`src/hw/link_pkg.sv`:
```
// Purpose: shared constants, types and helpers of the MII/GMII/RGMII link
// Assumes: one system clock of 250 MHz on both ends
// Notes:   link clocks are made by dividing the system clock
package link_pkg;
  // ****************************************
  // modes and kinds
  // ****************************************
  typedef enum logic [1:0] {SPEED_10 = 2'h0, SPEED_100 = 2'h1, SPEED_1000 = 2'h2} speed_type;
  typedef enum logic [2:0] {MODE_MII = 3'h1, MODE_GMII = 3'h2, MODE_RGMII = 3'h4} mode_type;
  typedef enum logic [2:0] {KIND_DATA = 3'h1, KIND_INVALID = 3'h2, KIND_HALT = 3'h4} kind_type;

  // ****************************************
  // timing
  // ****************************************
  localparam int CLK_KHZ        = 250000;
  localparam int RATE_10_KHZ    = 2500;
  localparam int RATE_100_KHZ   = 25000;
  localparam int RATE_1000_KHZ  = 125000;
  localparam int DIV_W          = 8;
  // half a link clock period in system cycles
  localparam logic [DIV_W-1:0] HALF_10   = DIV_W'(CLK_KHZ / (2 * RATE_10_KHZ));
  localparam logic [DIV_W-1:0] HALF_100  = DIV_W'(CLK_KHZ / (2 * RATE_100_KHZ));
  localparam logic [DIV_W-1:0] HALF_1000 = DIV_W'(CLK_KHZ / (2 * RATE_1000_KHZ));

  // ****************************************
  // sizes and reset values
  // ****************************************
  localparam int FIFO_WIDTH = 9;
  localparam int FIFO_DEPTH = 16;
  localparam logic [DIV_W-1:0] DIV_RESET    = 8'h00;
  localparam logic [7:0]       BYTE_RESET   = 8'h00;
  localparam logic [3:0]       NIBBLE_RESET = 4'h0;

  // mii at 10/100, gmii at 1000, unless rgmii is chosen
  function automatic mode_type pick_mode(input speed_type speed, input logic rgmii);
    if (rgmii)
      return MODE_RGMII;
    if (speed == SPEED_1000)
      return MODE_GMII;
    return MODE_MII;
  endfunction : pick_mode

  function automatic logic [DIV_W-1:0] half_count(input speed_type speed);
    case (speed)
      SPEED_10:  return HALF_10;
      SPEED_100: return HALF_100;
      default:   return HALF_1000;
    endcase
  endfunction : half_count
endpackage : link_pkg

```
`src/hw/link_if.sv`:
```
// Purpose: the pins between the mac end and the phy end
// Assumes: every signal is a plain one-way wire
// Notes:   tx_en carries rgmii_tx_control, rx_dv carries rgmii_rx_clock and
//          rx_er carries rgmii_rx_control when rgmii is chosen
`timescale 1ns/1ps
interface link_if;
  logic [7:0] txd;
  logic       tx_en;
  logic       tx_er;
  logic       gtx_clk;
  logic       tx_clk;
  logic       rx_clk;
  logic [7:0] rxd;
  logic       rx_dv;
  logic       rx_er;

  modport phy (
    input  txd,
    input  tx_en,
    input  tx_er,
    input  gtx_clk,
    output tx_clk,
    output rx_clk,
    output rxd,
    output rx_dv,
    output rx_er
  );

  modport mac (
    output txd,
    output tx_en,
    output tx_er,
    output gtx_clk,
    input  tx_clk,
    input  rx_clk,
    input  rxd,
    input  rx_dv,
    input  rx_er
  );
endinterface : link_if

```
`src/hw/phy_end.sv`:
```
// Purpose: phy end of the link plus the receive buffer in front of it
// Assumes: link pins are sampled through two flip-flops on clk
// Notes:   data and its clock edge change in the same cycle at the sender
//
// Contract
// - mac sends mii nibbles on txd[3:0]
// - mac sends rgmii nibbles on txd[3:0]
// - mac sends gmii bytes on txd[7:0]
// - tx data follows the active tx clock
// - tx enable high marks valid tx data
// - rgmii tx control carries enable and error
// - mac sources free 125 MHz gig clock
// - mii tx error: invalid then halt symbols
// - gmii tx error: emit invalid code group
// - rgmii ignores the separate tx error pin
// - rx clock 2.5, 25 or 125 MHz
// - rgmii leaves the rx clock pin unused
// - rx nibbles in mii, bytes in gmii
// - rgmii rx data on rxd[3:0]
// - rx error high on detected errors
// - rgmii rx control carries valid and error
// - rx valid high while rx data valid
// - rgmii rx valid pin becomes rx clock
// - phy drives continuous mii tx clock
`timescale 1ns/1ps

// ****************************************
// stream fifo
// ****************************************
module stream_fifo #(
  parameter int WIDTH = 9,
  parameter int DEPTH = 16
) (
  input  wire logic             clk,
  input  wire logic             rst,
  input  wire logic             in_valid,
  output logic                  in_ready,
  input  wire logic [WIDTH-1:0] in_data,
  output logic                  out_valid,
  input  wire logic             out_ready,
  output logic      [WIDTH-1:0] out_data
);
  // depth must be a power of two: the extra pointer bit tells full from empty
  localparam int AW = $clog2(DEPTH);

  logic [WIDTH-1:0] mem [DEPTH];
  logic [AW:0]      wr_ptr;
  logic [AW:0]      rd_ptr;
  logic             full;
  logic             empty;

  // status and read port
  assign empty     = (wr_ptr == rd_ptr);
  assign full      = (wr_ptr[AW] != rd_ptr[AW]) && (wr_ptr[AW-1:0] == rd_ptr[AW-1:0]);
  assign in_ready  = !full;
  assign out_valid = !empty;
  assign out_data  = mem[rd_ptr[AW-1:0]];

  // storage, no reset needed
  always_ff @(posedge clk)
  begin
    if (in_valid && !full)
      mem[wr_ptr[AW-1:0]] <= in_data;
  end

  // pointers
  always_ff @(posedge clk or posedge rst)
  begin
    if (rst)
    begin
      wr_ptr <= '0;
      rd_ptr <= '0;
    end
    else
    begin
      if (in_valid && !full)
        wr_ptr <= wr_ptr + (AW+1)'(1);
      if (out_ready && !empty)
        rd_ptr <= rd_ptr + (AW+1)'(1);
    end
  end
endmodule : stream_fifo

// ****************************************
// phy end
// ****************************************
module phy_end (
  input  wire logic                clk,
  input  wire logic                rst,
  input  wire link_pkg::speed_type speed,
  input  wire logic                rgmii_sel,
  link_if.phy                      link,
  output logic                     media_tx_valid,
  output logic [7:0]               media_tx_data,
  output link_pkg::kind_type       media_tx_kind,
  input  wire logic                media_rx_valid,
  input  wire logic [7:0]          media_rx_data,
  input  wire logic                media_rx_err,
  output logic                     media_rx_ready
);
  import link_pkg::*;

  mode_type                      mode;
  logic     [DIV_W-1:0]          div_count;
  logic                          div_level;
  logic                          div_wrap;
  logic                          div_rise;
  logic                          div_fall;
  logic     [10:0]               tx_meta;
  logic     [10:0]               tx_sync;
  logic                          gtx_prev;
  logic                          gtx_rise;
  logic                          gtx_fall;
  logic     [7:0]                t_d;
  logic                          t_en;
  logic                          t_er;
  logic     [3:0]                low_nib;
  logic                          low_err;
  logic                          tx_phase;
  logic                          err_run;
  logic                          rg_en;
  logic                          mii_err;
  logic                          fifo_valid;
  logic                          fifo_ready;
  logic     [FIFO_WIDTH-1:0]     fifo_data;
  logic     [FIFO_WIDTH-1:0]     rx_hold;
  logic                          rx_phase;
  logic                          rg_dv;
  logic     [7:0]                rxd_reg;
  logic                          rx_dv_reg;
  logic                          rx_er_reg;

  assign mode = pick_mode(speed, rgmii_sel);

  // ****************************************
  // local link clock
  // ****************************************
  // one divider serves mii tx clock and every rx clock
  assign div_wrap = (div_count >= half_count(speed) - 8'h01);
  assign div_rise = div_wrap && !div_level;
  assign div_fall = div_wrap && div_level;

  always_ff @(posedge clk or posedge rst)
  begin
    if (rst)
    begin
      div_count <= DIV_RESET;
      div_level <= 1'b0;
    end
    else if (div_wrap)
    begin
      div_count <= DIV_RESET;
      div_level <= !div_level;
    end
    else
      div_count <= div_count + 8'h01;
  end

  // mii tx clock runs without pause; gig modes take the mac clock
  assign link.tx_clk = (mode == MODE_MII) ? div_level : 1'b0;
  assign link.rx_clk = (mode == MODE_RGMII) ? 1'b0 : div_level;
  assign link.rx_dv  = (mode == MODE_RGMII) ? div_level : rx_dv_reg;
  assign link.rx_er  = rx_er_reg;
  assign link.rxd    = rxd_reg;

  // ****************************************
  // transmit pins in
  // ****************************************
  // two flip-flops per pin, the first read by nothing else
  always_ff @(posedge clk or posedge rst)
  begin
    if (rst)
    begin
      tx_meta  <= '0;
      tx_sync  <= '0;
      gtx_prev <= 1'b0;
    end
    else
    begin
      tx_meta  <= {link.gtx_clk, link.tx_er, link.tx_en, link.txd};
      tx_sync  <= tx_meta;
      gtx_prev <= tx_sync[10];
    end
  end

  assign t_d      = tx_sync[7:0];
  assign t_en     = tx_sync[8];
  assign t_er     = tx_sync[9];
  assign gtx_rise = tx_sync[10] && !gtx_prev;
  assign gtx_fall = !tx_sync[10] && gtx_prev;
  assign mii_err  = low_err || t_er;

  // ****************************************
  // transmit assembly
  // ****************************************
  // mii samples one period after its own edge so the mac has settled
  always_ff @(posedge clk or posedge rst)
  begin
    if (rst)
    begin
      media_tx_valid <= 1'b0;
      media_tx_data  <= BYTE_RESET;
      media_tx_kind  <= KIND_DATA;
      low_nib        <= NIBBLE_RESET;
      low_err        <= 1'b0;
      tx_phase       <= 1'b0;
      err_run        <= 1'b0;
      rg_en          <= 1'b0;
    end
    else
    begin
      media_tx_valid <= 1'b0;
      case (mode)
        MODE_MII:
          if (div_rise)
          begin
            if (!t_en)
            begin
              tx_phase <= 1'b0;
              err_run  <= 1'b0;
            end
            else if (!tx_phase)
            begin
              low_nib  <= t_d[3:0];
              low_err  <= t_er;
              tx_phase <= 1'b1;
            end
            else
            begin
              media_tx_valid <= 1'b1;
              media_tx_data  <= {t_d[3:0], low_nib};
              // first errored byte is invalid, the rest halt
              media_tx_kind  <= !mii_err ? KIND_DATA
                              : (err_run ? KIND_HALT : KIND_INVALID);
              err_run        <= mii_err;
              tx_phase       <= 1'b0;
            end
          end
        MODE_GMII:
          if (gtx_rise && t_en)
          begin
            media_tx_valid <= 1'b1;
            media_tx_data  <= t_d;
            media_tx_kind  <= t_er ? KIND_INVALID : KIND_DATA;
          end
        MODE_RGMII:
          if (gtx_rise)
          begin
            low_nib <= t_d[3:0];
            rg_en   <= t_en;
          end
          else if (gtx_fall && rg_en)
          begin
            media_tx_valid <= 1'b1;
            media_tx_data  <= {t_d[3:0], low_nib};
            // error is control xor enable; the tx_er pin is not looked at
            media_tx_kind  <= (rg_en ^ t_en) ? KIND_INVALID : KIND_DATA;
          end
        default:
          media_tx_valid <= 1'b0;
      endcase
    end
  end

  // ****************************************
  // receive buffer
  // ****************************************
  // media bytes wait here until the link has a slot for them
  stream_fifo #(
    .WIDTH (FIFO_WIDTH),
    .DEPTH (FIFO_DEPTH)
  ) i_stream_fifo (
    .clk       (clk),
    .rst       (rst),
    .in_valid  (media_rx_valid),
    .in_ready  (media_rx_ready),
    .in_data   ({media_rx_err, media_rx_data}),
    .out_valid (fifo_valid),
    .out_ready (fifo_ready),
    .out_data  (fifo_data)
  );

  assign fifo_ready = fifo_valid && div_rise && ((mode != MODE_MII) || !rx_phase);

  // ****************************************
  // receive drive
  // ****************************************
  // data changes in the same cycle as the clock edge it belongs to
  always_ff @(posedge clk or posedge rst)
  begin
    if (rst)
    begin
      rxd_reg   <= BYTE_RESET;
      rx_dv_reg <= 1'b0;
      rx_er_reg <= 1'b0;
      rx_hold   <= '0;
      rx_phase  <= 1'b0;
      rg_dv     <= 1'b0;
    end
    else
    begin
      case (mode)
        MODE_MII:
          if (div_rise && !rx_phase)
          begin
            rxd_reg   <= fifo_valid ? {4'h0, fifo_data[3:0]} : BYTE_RESET;
            rx_dv_reg <= fifo_valid;
            rx_er_reg <= fifo_valid && fifo_data[8];
            rx_hold   <= fifo_data;
            rx_phase  <= fifo_valid;
          end
          else if (div_rise)
          begin
            rxd_reg  <= {4'h0, rx_hold[7:4]};
            rx_phase <= 1'b0;
          end
        MODE_GMII:
          if (div_rise)
          begin
            rxd_reg   <= fifo_valid ? fifo_data[7:0] : BYTE_RESET;
            rx_dv_reg <= fifo_valid;
            rx_er_reg <= fifo_valid && fifo_data[8];
          end
        MODE_RGMII:
          if (div_rise)
          begin
            rxd_reg   <= fifo_valid ? {4'h0, fifo_data[3:0]} : BYTE_RESET;
            rx_er_reg <= fifo_valid;
            rx_hold   <= fifo_data;
            rg_dv     <= fifo_valid;
            rx_dv_reg <= 1'b0;
            rx_phase  <= 1'b0;
          end
          else if (div_fall)
          begin
            rxd_reg   <= rg_dv ? {4'h0, rx_hold[7:4]} : BYTE_RESET;
            rx_er_reg <= rg_dv && !rx_hold[8];
          end
        default:
          rx_phase <= 1'b0;
      endcase
    end
  end
endmodule : phy_end

```
`src/flat_wrapper.sv`:
```
// flat-port wrapper written by rule: the top's interface ports become plain ports
module phy_end_flat import link_pkg::*;
  (clk, rst, speed, rgmii_sel, media_tx_valid, media_tx_data, media_tx_kind, media_rx_valid, media_rx_data, media_rx_err, media_rx_ready, link_txd, link_tx_en, link_tx_er, link_gtx_clk, link_tx_clk, link_rx_clk, link_rxd, link_rx_dv, link_rx_er);
  link_if link_i ();
  input  wire logic clk;
  input  wire logic rst;
  input  wire link_pkg::speed_type speed;
  input  wire logic rgmii_sel;
  output logic media_tx_valid;
  output logic [7:0] media_tx_data;
  output link_pkg::kind_type media_tx_kind;
  input  wire logic media_rx_valid;
  input  wire logic [7:0] media_rx_data;
  input  wire logic media_rx_err;
  output logic media_rx_ready;
  input wire logic [$bits(link_i.txd)-1:0] link_txd;
  input wire logic [$bits(link_i.tx_en)-1:0] link_tx_en;
  input wire logic [$bits(link_i.tx_er)-1:0] link_tx_er;
  input wire logic [$bits(link_i.gtx_clk)-1:0] link_gtx_clk;
  output wire logic [$bits(link_i.tx_clk)-1:0] link_tx_clk;
  output wire logic [$bits(link_i.rx_clk)-1:0] link_rx_clk;
  output wire logic [$bits(link_i.rxd)-1:0] link_rxd;
  output wire logic [$bits(link_i.rx_dv)-1:0] link_rx_dv;
  output wire logic [$bits(link_i.rx_er)-1:0] link_rx_er;
  assign link_i.txd = link_txd;
  assign link_i.tx_en = link_tx_en;
  assign link_i.tx_er = link_tx_er;
  assign link_i.gtx_clk = link_gtx_clk;
  assign link_tx_clk = link_i.tx_clk;
  assign link_rx_clk = link_i.rx_clk;
  assign link_rxd = link_i.rxd;
  assign link_rx_dv = link_i.rx_dv;
  assign link_rx_er = link_i.rx_er;
  phy_end u_core (.clk(clk), .rst(rst), .speed(speed), .rgmii_sel(rgmii_sel), .link(link_i), .media_tx_valid(media_tx_valid), .media_tx_data(media_tx_data), .media_tx_kind(media_tx_kind), .media_rx_valid(media_rx_valid), .media_rx_data(media_rx_data), .media_rx_err(media_rx_err), .media_rx_ready(media_rx_ready));
endmodule
```
`config.mk`:
```
export PLATFORM = sky130hd
export DESIGN_NAME = phy_end_flat
export DESIGN_NICKNAME = d
export VERILOG_FILES = /design/src/hw/link_pkg.sv /design/src/hw/link_if.sv /design/src/hw/phy_end.sv /design/src/flat_wrapper.sv
export SDC_FILE = /design/constraint.sdc
export NUM_CORES = 1
export LEC_CHECK = 0
export BUFFER_PORTS_ARGS = -buffer_cell sky130_fd_sc_hd__buf_2
export CORE_UTILIZATION = 61
export CTS_CLUSTER_DIAMETER = 100
export CTS_CLUSTER_SIZE = 25
export DETAILED_ROUTE_END_ITERATION = 6
export GPL_ROUTABILITY_DRIVEN = 1
export MAX_ROUTING_LAYER = met4
export PLACE_DENSITY = 0.8
export SYNTH_ARGS = -nofsm -noshare
export SYNTH_HDL_FRONTEND = slang
export SYNTH_HIERARCHICAL = 1
export SYNTH_SLANG_ARGS = --single-unit
```
`constraint.sdc`:
```
create_clock -name clk -period 2.6 [get_ports clk]
set_input_delay 0.39 -clock clk [delete_from_list [all_inputs] [get_ports clk]]
set_output_delay 0.39 -clock clk [all_outputs]
set_load 0.02 [all_outputs]
```
==> metrics.txt <==
# IOs 51; total power 11.1 mW; Internal 7.19 mW; Tot GR Track Use 25.8%; reg2reg path depth 7; Syn Inst Count 604; Yosys cell types 67; synth warn 6; die width 128 µm; cts repair resizes 0; htree depth 1; Worst VDD drop 812 µV; Core Footprint 15300 µm²; Place WS 0.0296 ns; clk root buf clkbuf_16; placed cell areas 10300 µm²; Switching Share 35.1%; Pre-antenna DRT Iters 5; final period utilization 97.0%; CP max stage cell mux4_2; Cell Chain, Critical Path buf_12 -> mux4_2 -> a22oi_1 -> nand2_1 -> and2_1 -> a2111oi_0 -> a222oi_1; simple-gate portion of the synthesized area 5.79%; minimum clock period 2.52 ns; Routability Congestion 0.918; initial antenna violation count 0; skew final 0.0181 ns; CP arrival 2.85 ns; pwr dens 1030 nW/µm²; Main synth FF type edfxtp_1; CP bufs+invs 1; Worst Hold Class in2reg; Mapped Avg Cell Area 16.0 µm²; clock share of power 18.1%; FF+latch count, synth 223; Synth Cell Area 9670 µm²; ANT nets after route 0; Static Leak 4.13 nW; TNS Setup 0 ns; DRT iter0 DRCs 679; die height 128 µm; fin nets 716; Critical Path Sink Type flip-flop; per-cell routed wire length 21.9 µm; DIE AREA 16400 µm²; final WL 19.6 mm; multi-input logic area 3090 µm²; Remaining DRCs 0; status completed; GR Overflow Total 0; number of cells on the critical path 7; max FFs per register 144; routed vias 5593; multiplexer area fraction after synthesis 12.3%; Seq. cell area 6300 µm²; EDFF count, synth 144; initial core utilization 63.1%; Area Overhead vs Synth 11.0%; NetSw 3.89 mW; adder-cell share of the synthesized area 1.55%; largest family of logic cells by synthesized area multiplexers; normalized max-slew margin 33.0%; final setup margin 0.0774 ns; Max Cap Viol 0; endpoints failing setup 0; Layout Cell Area excl Fill 10700 µm²; Flop pwr share 43.5%; TritonCTS clock tree yes; clock sink total 223; ys async rst share 35.4%; global-route wire length before repair 30.7 mm; Synth Area in Compound Gates 10.2%; filler cell count 1024; largest net degree at the start of global routing 38; clk_lat worst skew 0.47 ns; clk slew on worst S/H paths 0.10 ns; final hold viol count 0; post-synthesis xor/xnor area fraction 2.05%; critical path launch point type flip-flop; vias in the first global route 5515; fraction of layout cells with a size suffix above 1 27.5%; Combinational Power Share 38.4%; max incr delay on CP 0.54 ns; DR vias/cell 6.25; sequential area share after synthesis 65.2%; Antenna Cells 0; slew at the pin closest to its max-slew limit 1.00 ns; CP Class reg2reg; FP Rows 45; Final HPWL DP 13.1 mm; CP delay by family, top compound AO/OA/AOI/OAI gates; Peak Freq 396 MHz; max-slew violation count 0; Max FO, Critical Path 10; Hold Crit Depth 1; CTS buffer count 12; Req. time, crit path 2.93 ns; IO Port Bufs 50; CTS Buffer Depth 3
## timing repair
item                                    4_1_cts  5_1_grt
buffers inserted                              0        2
endpoints found under the setup margin        0        2
hold endpoints to repair                     10        0
hold buffers                                  1        0
## layout make-up
type                            count  area share (%)
Clock buffer                       20            3.37
Multi-Input combinational cell    337            28.8
Inverter                           16           0.560
Tap cell                          211            2.46
Sequential cell                   223            58.8
Timing Repair Buffer               88            6.00
## cells by family after synthesis
group                    count (synthesis)
multiplexers                            88
buffers and inverters                   45
XOR/XNOR                                20
AO/OA/AOI/OAI                          105
adder cells (fa/ha/maj)                 12
flip-flops                             223
other                                    2
AND/OR/NAND/NOR                        109
## per-layer routing
layer	share of wire [%]	up-vias	GRT usage [%]
met5	0	-	-
met4	2.0	0	7.27
met2	48	244	39.7
met1	43	2835	36.8
li1	-	2487	-
met3	6.7	27	3.38
## cell usage after synthesis, types with 7 or more instances
cell | count | share of area (%)
edfxtp_1 | 144 | 45
dfrtp_1 | 78 | 20
mux2i_1 | 36 | 3.7
nand2_1 | 29 | 1.1
nor2_1 | 26 | 1.0
mux2_2 | 24 | 2.8
a221oi_2 | 18 | 2.8
inv_1 | 16 | 0.62
mux4_2 | 16 | 3.7
and3_1 | 14 | 0.91
o21ai_0 | 13 | 0.67
xnor2_1 | 13 | 1.2
a22oi_1 | 12 | 0.93
ha_1 | 12 | 1.6
o211ai_1 | 10 | 0.78
clkbuf_1 | 8 | 0.31
mux2_4 | 8 | 1.2
o2111ai_1 | 8 | 0.72
a21oi_1 | 7 | 0.36
nor3_1 | 7 | 0.36
## through the flow
step                      hold WS (ns)  std cells  utilization [%]
after global placement           0.332        871             67.4
after detailed placement         0.335        871             67.4
after global routing           0.00710        895             70.0
final                           0.0218        895             70.0
after CTS                      0.00819        892             69.8
after floorplan                  0.230        605                -
## final timing paths
path	from	slack [ns]	endpoint
setup / recovery	u_core/i_stream_fifo/rd_ptr[0]$_DFFE_PP0P_	0.08	u_core/link.rxd[0]$_DFFE_PP0P_
hold / removal	link_gtx_clk	0.02	u_core/tx_meta[10]$_DFF_PP0_
setup reg to reg	u_core/i_stream_fifo/rd_ptr[0]$_DFFE_PP0P_	0.08	u_core/link.rxd[0]$_DFFE_PP0P_
hold reg to reg	u_core/tx_meta[7]$_DFF_PP0_	0.35	u_core/tx_sync[7]$_DFF_PP0_
max in group asynchronous	rst	1.34	u_core/media_tx_kind[0]$_DFFE_PP1P_
min in group asynchronous	rst	0.48	u_core/i_stream_fifo/wr_ptr[0]$_DFFE_PP0P_
## power groups by stage
stage | Clock (mW) | Sequential (mW) | Combinational, mW
after floorplan | 0 | 4.87 | 2.90
final | 2.00 | 4.82 | 4.26
after global routing | 2.15 | 4.88 | 4.54
after CTS | 2.04 | 4.81 | 4.15
after global placement | 0 | 4.84 | 3.97
after detailed placement | 0 | 4.88 | 4.10
## cell usage in the layout, fill, tap and decap left out, drive strengths merged, types with 15 or more instances in the layout
cell type	count
a221oi	20
buf	86
clkbuf	21
dfrtp	78
edfxtp	144
inv	16
mux2	34
mux2i	36
mux4	18
nand2	30
nor2	26
o21ai	16
xnor2	15
Power figures use the tool's default switching activity.
